### config.mk
export PLATFORM = sky130hd
export DESIGN_NAME = acs_sequencer
export DESIGN_NICKNAME = d
export VERILOG_FILES = /design/src/acs_prescaler.v /design/src/acs_sequencer.v
export VERILOG_INCLUDE_DIRS = /design/src
export SDC_FILE = /design/constraint.sdc
export NUM_CORES = 1
export LEC_CHECK = 0
export BUFFER_PORTS_ARGS = -buffer_cell sky130_fd_sc_hd__buf_2
export CAP_MARGIN = 15
export CELL_PAD_IN_SITES_DETAIL_PLACEMENT = 0
export CELL_PAD_IN_SITES_GLOBAL_PLACEMENT = 1
export CORE_MARGIN = 8
export CORE_UTILIZATION = 42
export CTS_CLUSTER_DIAMETER = 120
export DETAILED_ROUTE_END_ITERATION = 10
export GPL_TIMING_DRIVEN = 0
export PLACE_DENSITY_LB_ADDON = 0.15
export SYNTH_ARGS = -nofsm -noshare
export SYNTH_HDL_FRONTEND = slang
export SYNTH_SLANG_ARGS = --single-unit
### constraint.sdc
create_clock -name CLK -period 5.4 [get_ports CLK]
set_input_delay 1.08 -clock CLK [delete_from_list [all_inputs] [get_ports CLK]]
set_output_delay 1.08 -clock CLK [all_outputs]
set_load 0.01 [all_outputs]
### src/acs_consts.vh
// Purpose: Constants for the converter conversion sequencer.
// Assumes: 40 MHz system clock, 32-bit AXI4-Lite register access.
// Notes: Offsets are byte addresses of one aligned word each.
// Notes on behaviour
// - Writing start bit begins one conversion; bit stays high, hardware clears it.
// - A channel change during conversion applies only after that conversion.
// - With auto trigger on, a rising selected trigger resets prescaler and starts.
// - Trigger still high at completion, or new edges mid-conversion, start nothing.
// - Trigger flags set regardless of interrupt enable; must clear before retriggering.
// - Completion flag as trigger restarts after each completion; first needs start write.
// - Start write still works under auto trigger; start bit reads one while busy.
// - Prescaler counts while enable set, held in reset while enable low.
// - Start-bit conversions begin on next rising converter clock edge.
// - Normal conversion 13 converter cycles; first after enable 25 cycles.
// - Sample-and-hold at 1.5 cycles normal, 13.5 cycles first conversion.
// - Completion stores result, sets flag, clears start bit in single mode.
// - Auto trigger: hold 2 cycles after edge, 13.5 cycles, three sync clocks.
// - Free running restarts after completion with start bit high; 2.5 and 14. Code holds at 2 and converts in 13 cycles.
// - Selections copied continuously, frozen during conversion, resume in last cycle.
// - Free running: channel change after first result shows from second next result.
// - Idle single mode with interrupt enabled: sleep entry starts a conversion.
// - Sleep-started conversion still raises its completion request if CPU woke.
// - Low byte read locks result registers until high byte read; flag still sets.
`ifndef ACS_CONSTS_VH
`define ACS_CONSTS_VH
`define ACS_OFS_CTRL_A 8'h00
`define ACS_OFS_CTRL_B 8'h04
`define ACS_OFS_CHREF 8'h08
`define ACS_OFS_RES_LO 8'h0C
`define ACS_OFS_RES_HI 8'h10
`define ACS_OFS_SLEEP 8'h14
`define ACS_A_PS_LSB 0
`define ACS_A_IE 3
`define ACS_A_FLAG 4
`define ACS_A_ATE 5
`define ACS_A_START 6
`define ACS_A_EN 7
`define ACS_B_TS_LSB 0
`define ACS_B_LADJ 4
`define ACS_CH_REF 6
`define ACS_TS_FREE 3'h0
`define ACS_CYC_NORMAL 6'h0D
`define ACS_CYC_FIRST 6'h19
`define ACS_HOLD_NORMAL 6'h01
`define ACS_HOLD_FIRST 6'h0D
`define ACS_SYNC_STAGES 3
`endif

### src/acs_prescaler.v
// Purpose: Converter clock prescaler producing one-cycle tick enables.
// Assumes: Cleared synchronously by its clear input.
// Notes: Division 2..128 chosen by the prescaler select field.
`timescale 1ns/1ps
module acs_prescaler (
  // Clock and reset
  input wire CLK,
  input wire RESET,
  // Control
  input wire clr,
  input wire [2:0] sel,
  // Tick
  output reg tick
);
  reg [6:0] cnt_q;
  wire [6:0] last = (sel == 3'h0) ? 7'h01 : ((7'h01 << sel) - 7'h01);
  always @(posedge CLK) begin
    if (RESET || clr) begin
      cnt_q <= 7'h00;
      tick <= 1'b0;
    end else if (cnt_q >= last) begin
      cnt_q <= 7'h00;
      tick <= 1'b1;
    end else begin
      cnt_q <= cnt_q + 7'h01;
      tick <= 1'b0;
    end
  end
endmodule

### src/acs_sequencer.v
// Purpose: Conversion sequencer of a 10-bit successive-approximation converter.
// Assumes: AXI4-Lite register access; analog core returns a result at completion.
// Notes: Triggers arrive from other clock domains and are synchronised here.
//
// Our own choices: the AXI4-Lite slave port and the register offsets.
`timescale 1ns/1ps
`include "acs_consts.vh"
module acs_sequencer (
  // Clock and reset
  input wire CLK,
  input wire RESET,
  // AXI4-Lite write address and data
  input wire [7:0] S_AXI_AWADDR,
  input wire S_AXI_AWVALID,
  output wire S_AXI_AWREADY,
  input wire [31:0] S_AXI_WDATA,
  input wire [3:0] S_AXI_WSTRB,
  input wire S_AXI_WVALID,
  output wire S_AXI_WREADY,
  output reg [1:0] S_AXI_BRESP,
  output reg S_AXI_BVALID,
  input wire S_AXI_BREADY,
  // AXI4-Lite read
  input wire [7:0] S_AXI_ARADDR,
  input wire S_AXI_ARVALID,
  output wire S_AXI_ARREADY,
  output reg [31:0] S_AXI_RDATA,
  output reg [1:0] S_AXI_RRESP,
  output reg S_AXI_RVALID,
  input wire S_AXI_RREADY,
  // Triggers (bit 0 unused, completion flag is internal)
  input wire [7:0] TRIG_SRC,
  // Sleep and CPU status
  input wire CPU_HALTED,
  // Analog core
  input wire [9:0] ANALOG_RESULT,
  output reg SAMPLE_HOLD,
  output reg CONV_ACTIVE,
  output reg [2:0] CHANNEL_SEL,
  output reg REFERENCE_SEL,
  output wire CONV_IRQ
);
  localparam [2:0] ST_IDLE = 3'b001;
  localparam [2:0] ST_WAIT = 3'b010;
  localparam [2:0] ST_CONV = 3'b100;

  reg [7:0] ctrl_a_q;
  reg [7:0] ctrl_b_q;
  reg [2:0] chan_q;
  reg ref_q;
  reg sleep_q;
  reg [9:0] result_q;
  reg lock_q;
  reg flag_q;
  reg start_q;
  reg first_q;
  reg [2:0] state_q;
  reg [5:0] cyc_q;
  reg [5:0] len_q;
  reg [5:0] hold_q;
  reg halt_d1_q;

  // Bus handshake: a write is taken when both address and data are present.
  wire wr_go = S_AXI_AWVALID && S_AXI_WVALID && !S_AXI_BVALID;
  wire rd_go = S_AXI_ARVALID && !S_AXI_RVALID;
  assign S_AXI_AWREADY = wr_go;
  assign S_AXI_WREADY = wr_go;
  assign S_AXI_ARREADY = rd_go;
  wire wr_a = wr_go && S_AXI_WSTRB[0] && (S_AXI_AWADDR == `ACS_OFS_CTRL_A);
  wire en = ctrl_a_q[`ACS_A_EN];
  wire ate = ctrl_a_q[`ACS_A_ATE];
  wire [2:0] ts = ctrl_b_q[`ACS_B_TS_LSB +: 3];
  wire start_wr = wr_a && S_AXI_WDATA[`ACS_A_START] && S_AXI_WDATA[`ACS_A_EN];

  // Trigger synchroniser: three stages, a change counts once stages two and three agree.
  reg [7:0] t1_q;
  reg [7:0] t2_q;
  reg [7:0] t3_q;
  reg [7:0] tf_q;
  // A level is accepted only when stages two and three agree, so a metastable
  // first stage can never produce a false edge.
  wire [7:0] t_agree = ~(t2_q ^ t3_q);
  always @(posedge CLK) begin
    if (RESET) begin
      t1_q <= 8'h00;
      t2_q <= 8'h00;
      t3_q <= 8'h00;
      tf_q <= 8'h00;
    end else begin
      t1_q <= TRIG_SRC;
      t2_q <= t1_q;
      t3_q <= t2_q;
      tf_q <= (t_agree & t3_q) | (~t_agree & tf_q);
    end
  end
  wire trig_rise = t3_q[ts] && t2_q[ts] && !tf_q[ts];

  wire busy = (state_q != ST_IDLE);
  wire auto_go = en && ate && !busy && trig_rise && (ts != `ACS_TS_FREE);
  wire tick;
  acs_prescaler u_pre (
    .CLK(CLK),
    .RESET(RESET),
    .clr(!en || auto_go),
    .sel(ctrl_a_q[`ACS_A_PS_LSB +: 3]),
    .tick(tick)
  );

  wire halt_rise = CPU_HALTED && !halt_d1_q;
  wire sleep_go = en && !busy && !ate && ctrl_a_q[`ACS_A_IE] && sleep_q && halt_rise;
  wire done = (state_q == ST_CONV) && tick && (cyc_q == len_q - 6'h01);
  wire free_run = ate && (ts == `ACS_TS_FREE);
  wire lo_read = rd_go && (S_AXI_ARADDR == `ACS_OFS_RES_LO);
  wire hi_read = rd_go && (S_AXI_ARADDR == `ACS_OFS_RES_HI);

  // Sequencer.
  always @(posedge CLK) begin
    if (RESET) begin
      state_q <= ST_IDLE;
      cyc_q <= 6'h00;
      len_q <= `ACS_CYC_NORMAL;
      hold_q <= `ACS_HOLD_NORMAL;
      start_q <= 1'b0;
      first_q <= 1'b1;
      flag_q <= 1'b0;
      result_q <= 10'h000;
      lock_q <= 1'b0;
      SAMPLE_HOLD <= 1'b0;
      halt_d1_q <= 1'b0;
    end else begin
      halt_d1_q <= CPU_HALTED;
      SAMPLE_HOLD <= 1'b0;
      if (!en) begin
        first_q <= 1'b1;
        state_q <= ST_IDLE;
        start_q <= 1'b0;
      end
      if (hi_read) begin
        lock_q <= 1'b0;
      end else if (lo_read) begin
        lock_q <= 1'b1;
      end
      if (wr_a && S_AXI_WDATA[`ACS_A_FLAG]) begin
        flag_q <= 1'b0;
      end
      case (state_q)
        ST_IDLE: begin
          if (start_wr || sleep_go) begin
            state_q <= ST_WAIT;
            start_q <= 1'b1;
          end else if (auto_go) begin
            state_q <= ST_CONV;
            start_q <= 1'b1;
            cyc_q <= 6'h00;
            len_q <= first_q ? `ACS_CYC_FIRST : `ACS_CYC_NORMAL;
            hold_q <= first_q ? `ACS_HOLD_FIRST : `ACS_HOLD_NORMAL;
          end
        end
        ST_WAIT: begin
          if (en && tick) begin
            state_q <= ST_CONV;
            cyc_q <= 6'h00;
            len_q <= first_q ? `ACS_CYC_FIRST : `ACS_CYC_NORMAL;
            hold_q <= first_q ? `ACS_HOLD_FIRST : `ACS_HOLD_NORMAL;
          end
        end
        ST_CONV: begin
          if (tick) begin
            cyc_q <= cyc_q + 6'h01;
            if (cyc_q == hold_q) begin
              SAMPLE_HOLD <= 1'b1;
            end
            if (done) begin
              first_q <= 1'b0;
              flag_q <= 1'b1;
              if (!lock_q) begin
                result_q <= ANALOG_RESULT;
              end
              if (free_run) begin
                cyc_q <= 6'h00;
                len_q <= `ACS_CYC_NORMAL;
                hold_q <= `ACS_HOLD_NORMAL;
              end else begin
                state_q <= ST_IDLE;
                start_q <= 1'b0;
              end
            end
          end
        end
        default: state_q <= ST_IDLE;
      endcase
    end
  end

  // Selection buffer: frozen while converting, copying resumes in last cycle.
  always @(posedge CLK) begin
    if (RESET) begin
      CHANNEL_SEL <= 3'h0;
      REFERENCE_SEL <= 1'b0;
      CONV_ACTIVE <= 1'b0;
    end else begin
      CONV_ACTIVE <= (state_q == ST_CONV);
      if (state_q != ST_CONV || cyc_q == len_q - 6'h01) begin
        CHANNEL_SEL <= chan_q;
        REFERENCE_SEL <= ref_q;
      end
    end
  end

  // Register writes.
  always @(posedge CLK) begin
    if (RESET) begin
      ctrl_a_q <= 8'h00;
      ctrl_b_q <= 8'h00;
      chan_q <= 3'h0;
      ref_q <= 1'b0;
      sleep_q <= 1'b0;
    end else if (wr_go && S_AXI_WSTRB[0]) begin
      if (S_AXI_AWADDR == `ACS_OFS_CTRL_A) begin
        ctrl_a_q <= S_AXI_WDATA[7:0] & 8'hAF;
      end else if (S_AXI_AWADDR == `ACS_OFS_CTRL_B) begin
        ctrl_b_q <= S_AXI_WDATA[7:0] & 8'h17;
      end else if (S_AXI_AWADDR == `ACS_OFS_CHREF) begin
        chan_q <= S_AXI_WDATA[2:0];
        ref_q <= S_AXI_WDATA[`ACS_CH_REF];
      end else if (S_AXI_AWADDR == `ACS_OFS_SLEEP) begin
        sleep_q <= S_AXI_WDATA[0];
      end
    end
  end

  // Write response.
  always @(posedge CLK) begin
    if (RESET) begin
      S_AXI_BVALID <= 1'b0;
      S_AXI_BRESP <= 2'b00;
    end else if (wr_go) begin
      S_AXI_BVALID <= 1'b1;
      S_AXI_BRESP <= (S_AXI_AWADDR <= `ACS_OFS_SLEEP && S_AXI_AWADDR[1:0] == 2'b00) ?
                     2'b00 : 2'b10;
    end else if (S_AXI_BREADY) begin
      S_AXI_BVALID <= 1'b0;
    end
  end

  // Left adjust shifts the 10-bit result to the top of 16 bits.
  wire [15:0] res16 = ctrl_b_q[`ACS_B_LADJ] ? {result_q, 6'h00} : {6'h00, result_q};

  // Read data.
  always @(posedge CLK) begin
    if (RESET) begin
      S_AXI_RVALID <= 1'b0;
      S_AXI_RDATA <= 32'h00000000;
      S_AXI_RRESP <= 2'b00;
    end else if (rd_go) begin
      S_AXI_RVALID <= 1'b1;
      S_AXI_RRESP <= 2'b00;
      if (S_AXI_ARADDR == `ACS_OFS_CTRL_A) begin
        S_AXI_RDATA <= {24'h000000, ctrl_a_q[7], start_q, ctrl_a_q[5], flag_q,
                        ctrl_a_q[3:0]};
      end else if (S_AXI_ARADDR == `ACS_OFS_CTRL_B) begin
        S_AXI_RDATA <= {24'h000000, ctrl_b_q};
      end else if (S_AXI_ARADDR == `ACS_OFS_CHREF) begin
        S_AXI_RDATA <= {24'h000000, 1'b0, ref_q, 3'h0, chan_q};
      end else if (S_AXI_ARADDR == `ACS_OFS_RES_LO) begin
        S_AXI_RDATA <= {24'h000000, res16[7:0]};
      end else if (S_AXI_ARADDR == `ACS_OFS_RES_HI) begin
        S_AXI_RDATA <= {24'h000000, res16[15:8]};
      end else if (S_AXI_ARADDR == `ACS_OFS_SLEEP) begin
        S_AXI_RDATA <= {31'h00000000, sleep_q};
      end else begin
        S_AXI_RDATA <= 32'h00000000;
        S_AXI_RRESP <= 2'b10;
      end
    end else if (S_AXI_RREADY) begin
      S_AXI_RVALID <= 1'b0;
    end
  end

  // Completion request to the CPU, gated by the interrupt enable.
  assign CONV_IRQ = flag_q && ctrl_a_q[`ACS_A_IE];
endmodule

Word-level counts from Yosys, hierarchy flattened
Index checks and enable logic that the tools add are counted.

word-level totals
  input port bits = 78
  output and inout bits = 48
  logic and storage cells = 202
  flip-flop bits (word level) = 135

cells by class
  reduce and logical (&&, ||, !) cells = 58
  multiplexer cells = 73
  eq/ne operators = 21
  bitwise operators = 12
  order comparisons = 3
  add/subtract/negate cells = 4
  shift operators = 1

operators with widths
  kind                                                                              number
  6-bit two-way mux                                                                 18
  6-bit one-hot mux with 3 select lines                                             3
  8-bit two-way mux                                                                 5
  1-bit logical AND                                                                 28
  8-bit by 4-bit == test with 1-bit output, second input constant                   3
  8-bit by 5-bit == test with 1-bit output, second input constant                   3
  1-bit two-way mux                                                                 24
  3-bit two-way mux                                                                 7
  8-bit bitwise AND                                                                 2
  8-bit by 3-bit == test with 1-bit output, second input constant                   2
  8-bit zero test                                                                   2
  16-bit two-way mux                                                                1
  8-bit inverter                                                                    2
  2-bit two-way mux                                                                 7
  6-bit == test                                                                     2
  2-bit != test, second input constant                                              5
  5-bit AND reduction                                                               2
  1-bit binary-select mux with 3-bit select                                         3
  3-bit one-hot mux with 3 select lines                                             1
  8-bit by 5-bit less-or-equal comparator with 1-bit output, second input constant  1
  8-bit OR                                                                          1
  4-bit AND reduction                                                               2
  8-bit XOR                                                                         1
  7-bit by 1-bit adder with 7-bit output, second input constant                     1
  28 further kinds                                                                  46

Longest topological paths before layout
  depth after elaboration = 10
  depth in mapped cells = 8
  gate-level depth less buffers = 7

By module
From an unflattened synthesis, not the netlist that was laid out.

unflattened totals
  cells, all modules = 506
  area, all modules = 4506.8 um2

modules (own cells, without submodules)
  module         area each (um2)  instances  sequential area each (um2)  cells each
  acs_sequencer  4048.9           1          1741.7                      455
  acs_prescaler  457.9            1          160.2                       51

Worst setup path before layout
OpenSTA, ideal clock, no wires.

  path type = input to output
  start point = input S_AXI_AWVALID
  end point = output S_AXI_WREADY
  arrival = 1.588 ns
  required time = 4.320 ns
  stages = 3
  setup slack = 2.732 ns
  path through = nand2_1 > nor2_1 > buf_4

on the way
  longest elaborated chain between the ends = 2

ends and longest elaborated chain
  element                          RTL line            text
  from (decl)                      acs_sequencer.v:14  input wire S_AXI_AWVALID,
  1-bit logical AND (2 in series)  acs_sequencer.v:64  wire wr_go = S_AXI_AWVALID && S_AXI_WVALID && !S_AXI_BVALID;
  to (decl)                        acs_sequencer.v:19  output wire S_AXI_WREADY,

Every way passes these cells.

Worst setup path after layout
  start point = input S_AXI_ARVALID
  end point = output S_AXI_ARREADY

on the way
  longest elaborated chain between the ends = 1

ends and longest elaborated chain
  element            RTL line            text
  from (decl)        acs_sequencer.v:25  input wire S_AXI_ARVALID,
  1-bit logical AND  acs_sequencer.v:65  wire rd_go = S_AXI_ARVALID && !S_AXI_RVALID;
  to (decl)          acs_sequencer.v:26  output wire S_AXI_ARREADY,

Every way passes these cells.

==> results.json <==
{
  "status": "completed",
  "timing.rr.end": "cyc_q[4]",
  "yosysTopAreaCellShare": 0.420,
  "power_frac_seq": 0.561,
  "internal_power_uw": 938,
  "ctsLongestPathBuffers": 2,
  "clockPowerShare": 0.355,
  "drt_pass1_iterations": 5,
  "max_stage_delay_ns": 0.33,
  "crit_family": "buffers and inverters",
  "ios": 126,
  "swShare": 0.268,
  "yosysWarnings": 0,
  "post_dp_cell_area_mm2": 0.00515,
  "synth_cell_types": 68,
  "ys_top_cells_by_count": "dfxtp_1, nor2_1, nand2_1",
  "grt_antenna_before_repair": 0,
  "max_slew_margin": 0.208,
  "die-area_mm2": 0.0144,
  "grt_pass1_vias": 3829,
  "cts_tree": "done",
  "cts_sinks": 95,
  "wl_per_cell_um": 15.3,
  "slowest_stage": "clkbuf_1",
  "worst-r2r-setup-slack_ns": 2.98,
  "leakagePower_uw": 0.00221,
  "multiInputGateArea_mm2": 0.00238,
  "power_density_mw_per_mm2": 240,
  "start_kind": "input port",
  "grt_pass1_wl_um": 18800,
  "synthArstFlopShare": 0,
  "grt_max_degree": 19,
  "synthFlopType": "dfxtp_1",
  "period_needed_ns": 3.01,
  "drc_errors": 0,
  "cp_common_cell": "buf_2",
  "routed_wl_um": 11600,
  "ctsResizeCount": 0,
  "synthCells": 507,
  "die_w_um": 120,
  "hold_class": "flop to flop",
  "place_congestion": 0.904,
  "finalSetupViolations": 0,
  "hold_end": "t2_q[4]",
  "core_mm2": 0.0107,
  "num_antenna_cells": 0,
  "synth_seq_cells": 95,
  "cap_violations": 0,
  "crit_cells": 5,
  "clk_latency_ns": 0.36,
  "ant_nets": 0,
  "avgSynthCellArea_um2": 8.94,
  "crit_path_max_fanout": 10,
  "yosysSeqAreaShare": 0.420,
  "ff2ff_path_depth": 7,
  "ys_top_cells_by_area": "dfxtp_1, mux2i_1, buf_4",
  "fin_util": 0.499,
  "yosys.cell_count.top_type": "dfxtp_1",
  "skew_ns": 0.0180,
  "die_y_um": 120,
  "viasPerCell": 5.23,
  "drtIter0Drc": 205,
  "timing.fmax_mhz": 332,
  "rsz0062_at_grt": "false",
  "power_switching_uw": 343,
  "fin_crit_sh": 0.558,
  "clockRootBuffer": "clkbuf_8",
  "critPathArrivalTime_ns": 1.93,
  "portBuffers": 70,
  "overflow": 0,
  "nNetsFinal": 701,
  "comb_power_share": 0.084,
  "path_cells": "buf_2, nand2b_1, inv_1, clkbuf_1, buf_2",
  "required_ns": 4.32,
  "synth_top_area_cell": "dfxtp_1",
  "r2r-start": "cyc_q[0]",
  "final_max_slew_viol_count": 0,
  "hold_buffers": 0,
  "cts_setup_buffers": 0,
  "min_from": "t1_q[4]",
  "grtUsageTotal": 0.160,
  "area_growth_pct": 17.8,
  "n_fill_cell": 1069,
  "end_kind": "output port",
  "worst-setup-path-type": "input port to output port",
  "regArea_mm2": 0.00190,
  "start_util": 0.424,
  "final_hold_viol_count": 0,
  "tightest_slew_ns": 1.17,
  "critPathBufInv": 4,
  "vias": 3962,
  "hold_depth": 1,
  "layout-drive-gt1-share": 0.209,
  "tritoncts.num_buffers": 9,
  "path_clk_slew_ns": 0.09,
  "setup-tns-final_ns": 0,
  "synth_edf_count": 0,
  "vdd.ir_drop.worst_uv": 150,
  "row_count": 38,
  "cts_max_level": 3,
  "dpl.hpwl_um": 9040,
  "syn-cell-area_mm2": 0.00453,
  "finish.instance_area_mm2": 0.00534
}
## registers in the layout, summed over array words and instances (netlist names), 4 cells and up, named ones only
signal and flops:
S_AXI_RDATA 8, ctrl_a_q 6, ctrl_b_q 4, cyc_q 6, result_q 10, t1_q 7
t2_q 7, t3_q 7, u_pre.cnt_q 7
## worst reg2reg max path, cell delays in order, from the launching register on
cell      delay (ns)
dfxtp_1         0.41
inv_1           0.10
ha_1            0.20
and2_1          0.18
and4_1          0.18
a211oi_1        0.77
nand2_1         0.18
o32ai_1         0.31
## layout by cell type, fill, tap and decap left out, types with 3 or more instances in the layout
| cell type | count |
|---|---|
| nor2_1 | 46 |
| nand4_1 | 4 |
| xnor2_1 | 5 |
| clkbuf_8 | 9 |
| a2111oi_0 | 4 |
| inv_1 | 12 |
| mux2i_1 | 28 |
| a21o_1 | 3 |
| nand2_1 | 37 |
| inv_8 | 3 |
| buf_4 | 27 |
| nand3_1 | 20 |
| o211ai_1 | 3 |
| and3_1 | 6 |
| nand4b_1 | 11 |
| conb_1 | 26 |
| clkinvlp_4 | 3 |
| nor2b_1 | 26 |
| o21ai_0 | 31 |
| a21oi_1 | 30 |
| buf_2 | 74 |
| o22ai_1 | 4 |
| nor3_1 | 9 |
| ha_1 | 10 |
| dfxtp_1 | 95 |
| and2_1 | 4 |
| a211oi_1 | 3 |
| clkbuf_1 | 16 |
| or4bb_1 | 4 |
| nand2b_1 | 5 |
## cells by family after synthesis
family | after synthesis | synth area share
AOI/OAI and AO/OA | 111 | 0.163
other | 1 | 0.000827
muxes | 30 | 0.0668
and+or+nand+nor | 191 | 0.232
xor gates and xnor gates | 7 | 0.0135
adders and majority gates | 10 | 0.0276
DFF | 95 | 0.420
buffers and inverters | 62 | 0.0765
## power groups by stage
| stage | combinational, µW | clock (µW) | sequential, µW |
|---|---|---|---|
| after CTS | 107 | 468 | 719 |
| final | 107 | 455 | 719 |
| after global placement | 105 | 0 | 735 |
| after global routing | 118 | 496 | 721 |
| after floorplan | 60.6 | 0 | 736 |
| after detailed placement | 106 | 0 | 735 |
## per-layer routing
layer  share of wire  up-vias  GRT usage
met5               0        -          0
met4           0.019        0     0.0625
met3           0.061       21     0.0399
met2            0.46      116      0.257
met1            0.46     1839      0.201
li1                -     1986          -
## layout make-up
type,instances,area share
tap,140,0.0328
inverter,12,0.00843
clock inverter,7,0.0122
timing repair buffer,70,0.0656
buffer,50,0.0565
multi-input combinational,375,0.445
sequential,95,0.356
clock buffer,9,0.0232
## worst max path at each step
stage | endpoint | start | slack, ns
finish | S_AXI_ARREADY | S_AXI_ARVALID | 2.39
global route | S_AXI_ARREADY | S_AXI_ARVALID | 2.29
CTS | S_AXI_ARREADY | S_AXI_ARVALID | 2.39
detailed placement | S_AXI_RDATA[3] | S_AXI_ARADDR[1] | 2.17
global placement | S_AXI_RDATA[5] | S_AXI_ARADDR[1] | 2.14
floorplan | S_AXI_WREADY | S_AXI_AWVALID | 2.73
## per-stage QoR
stage / setup slack, ns / total power [µW] / instances / hold slack (ns)
3_3_place_gp: 2.14 / 840 / 742 / 0.417
6_report: 2.39 / 1280 / 758 / 0.447
4_1_cts: 2.39 / 1290 / 758 / 0.449
5_1_grt: 2.29 / 1340 / 758 / 0.464
2_1_floorplan: 2.73 / 797 / 532 / 0.414
3_5_place_dp: 2.17 / 841 / 742 / 0.423
Power figures use the tool's default switching activity.
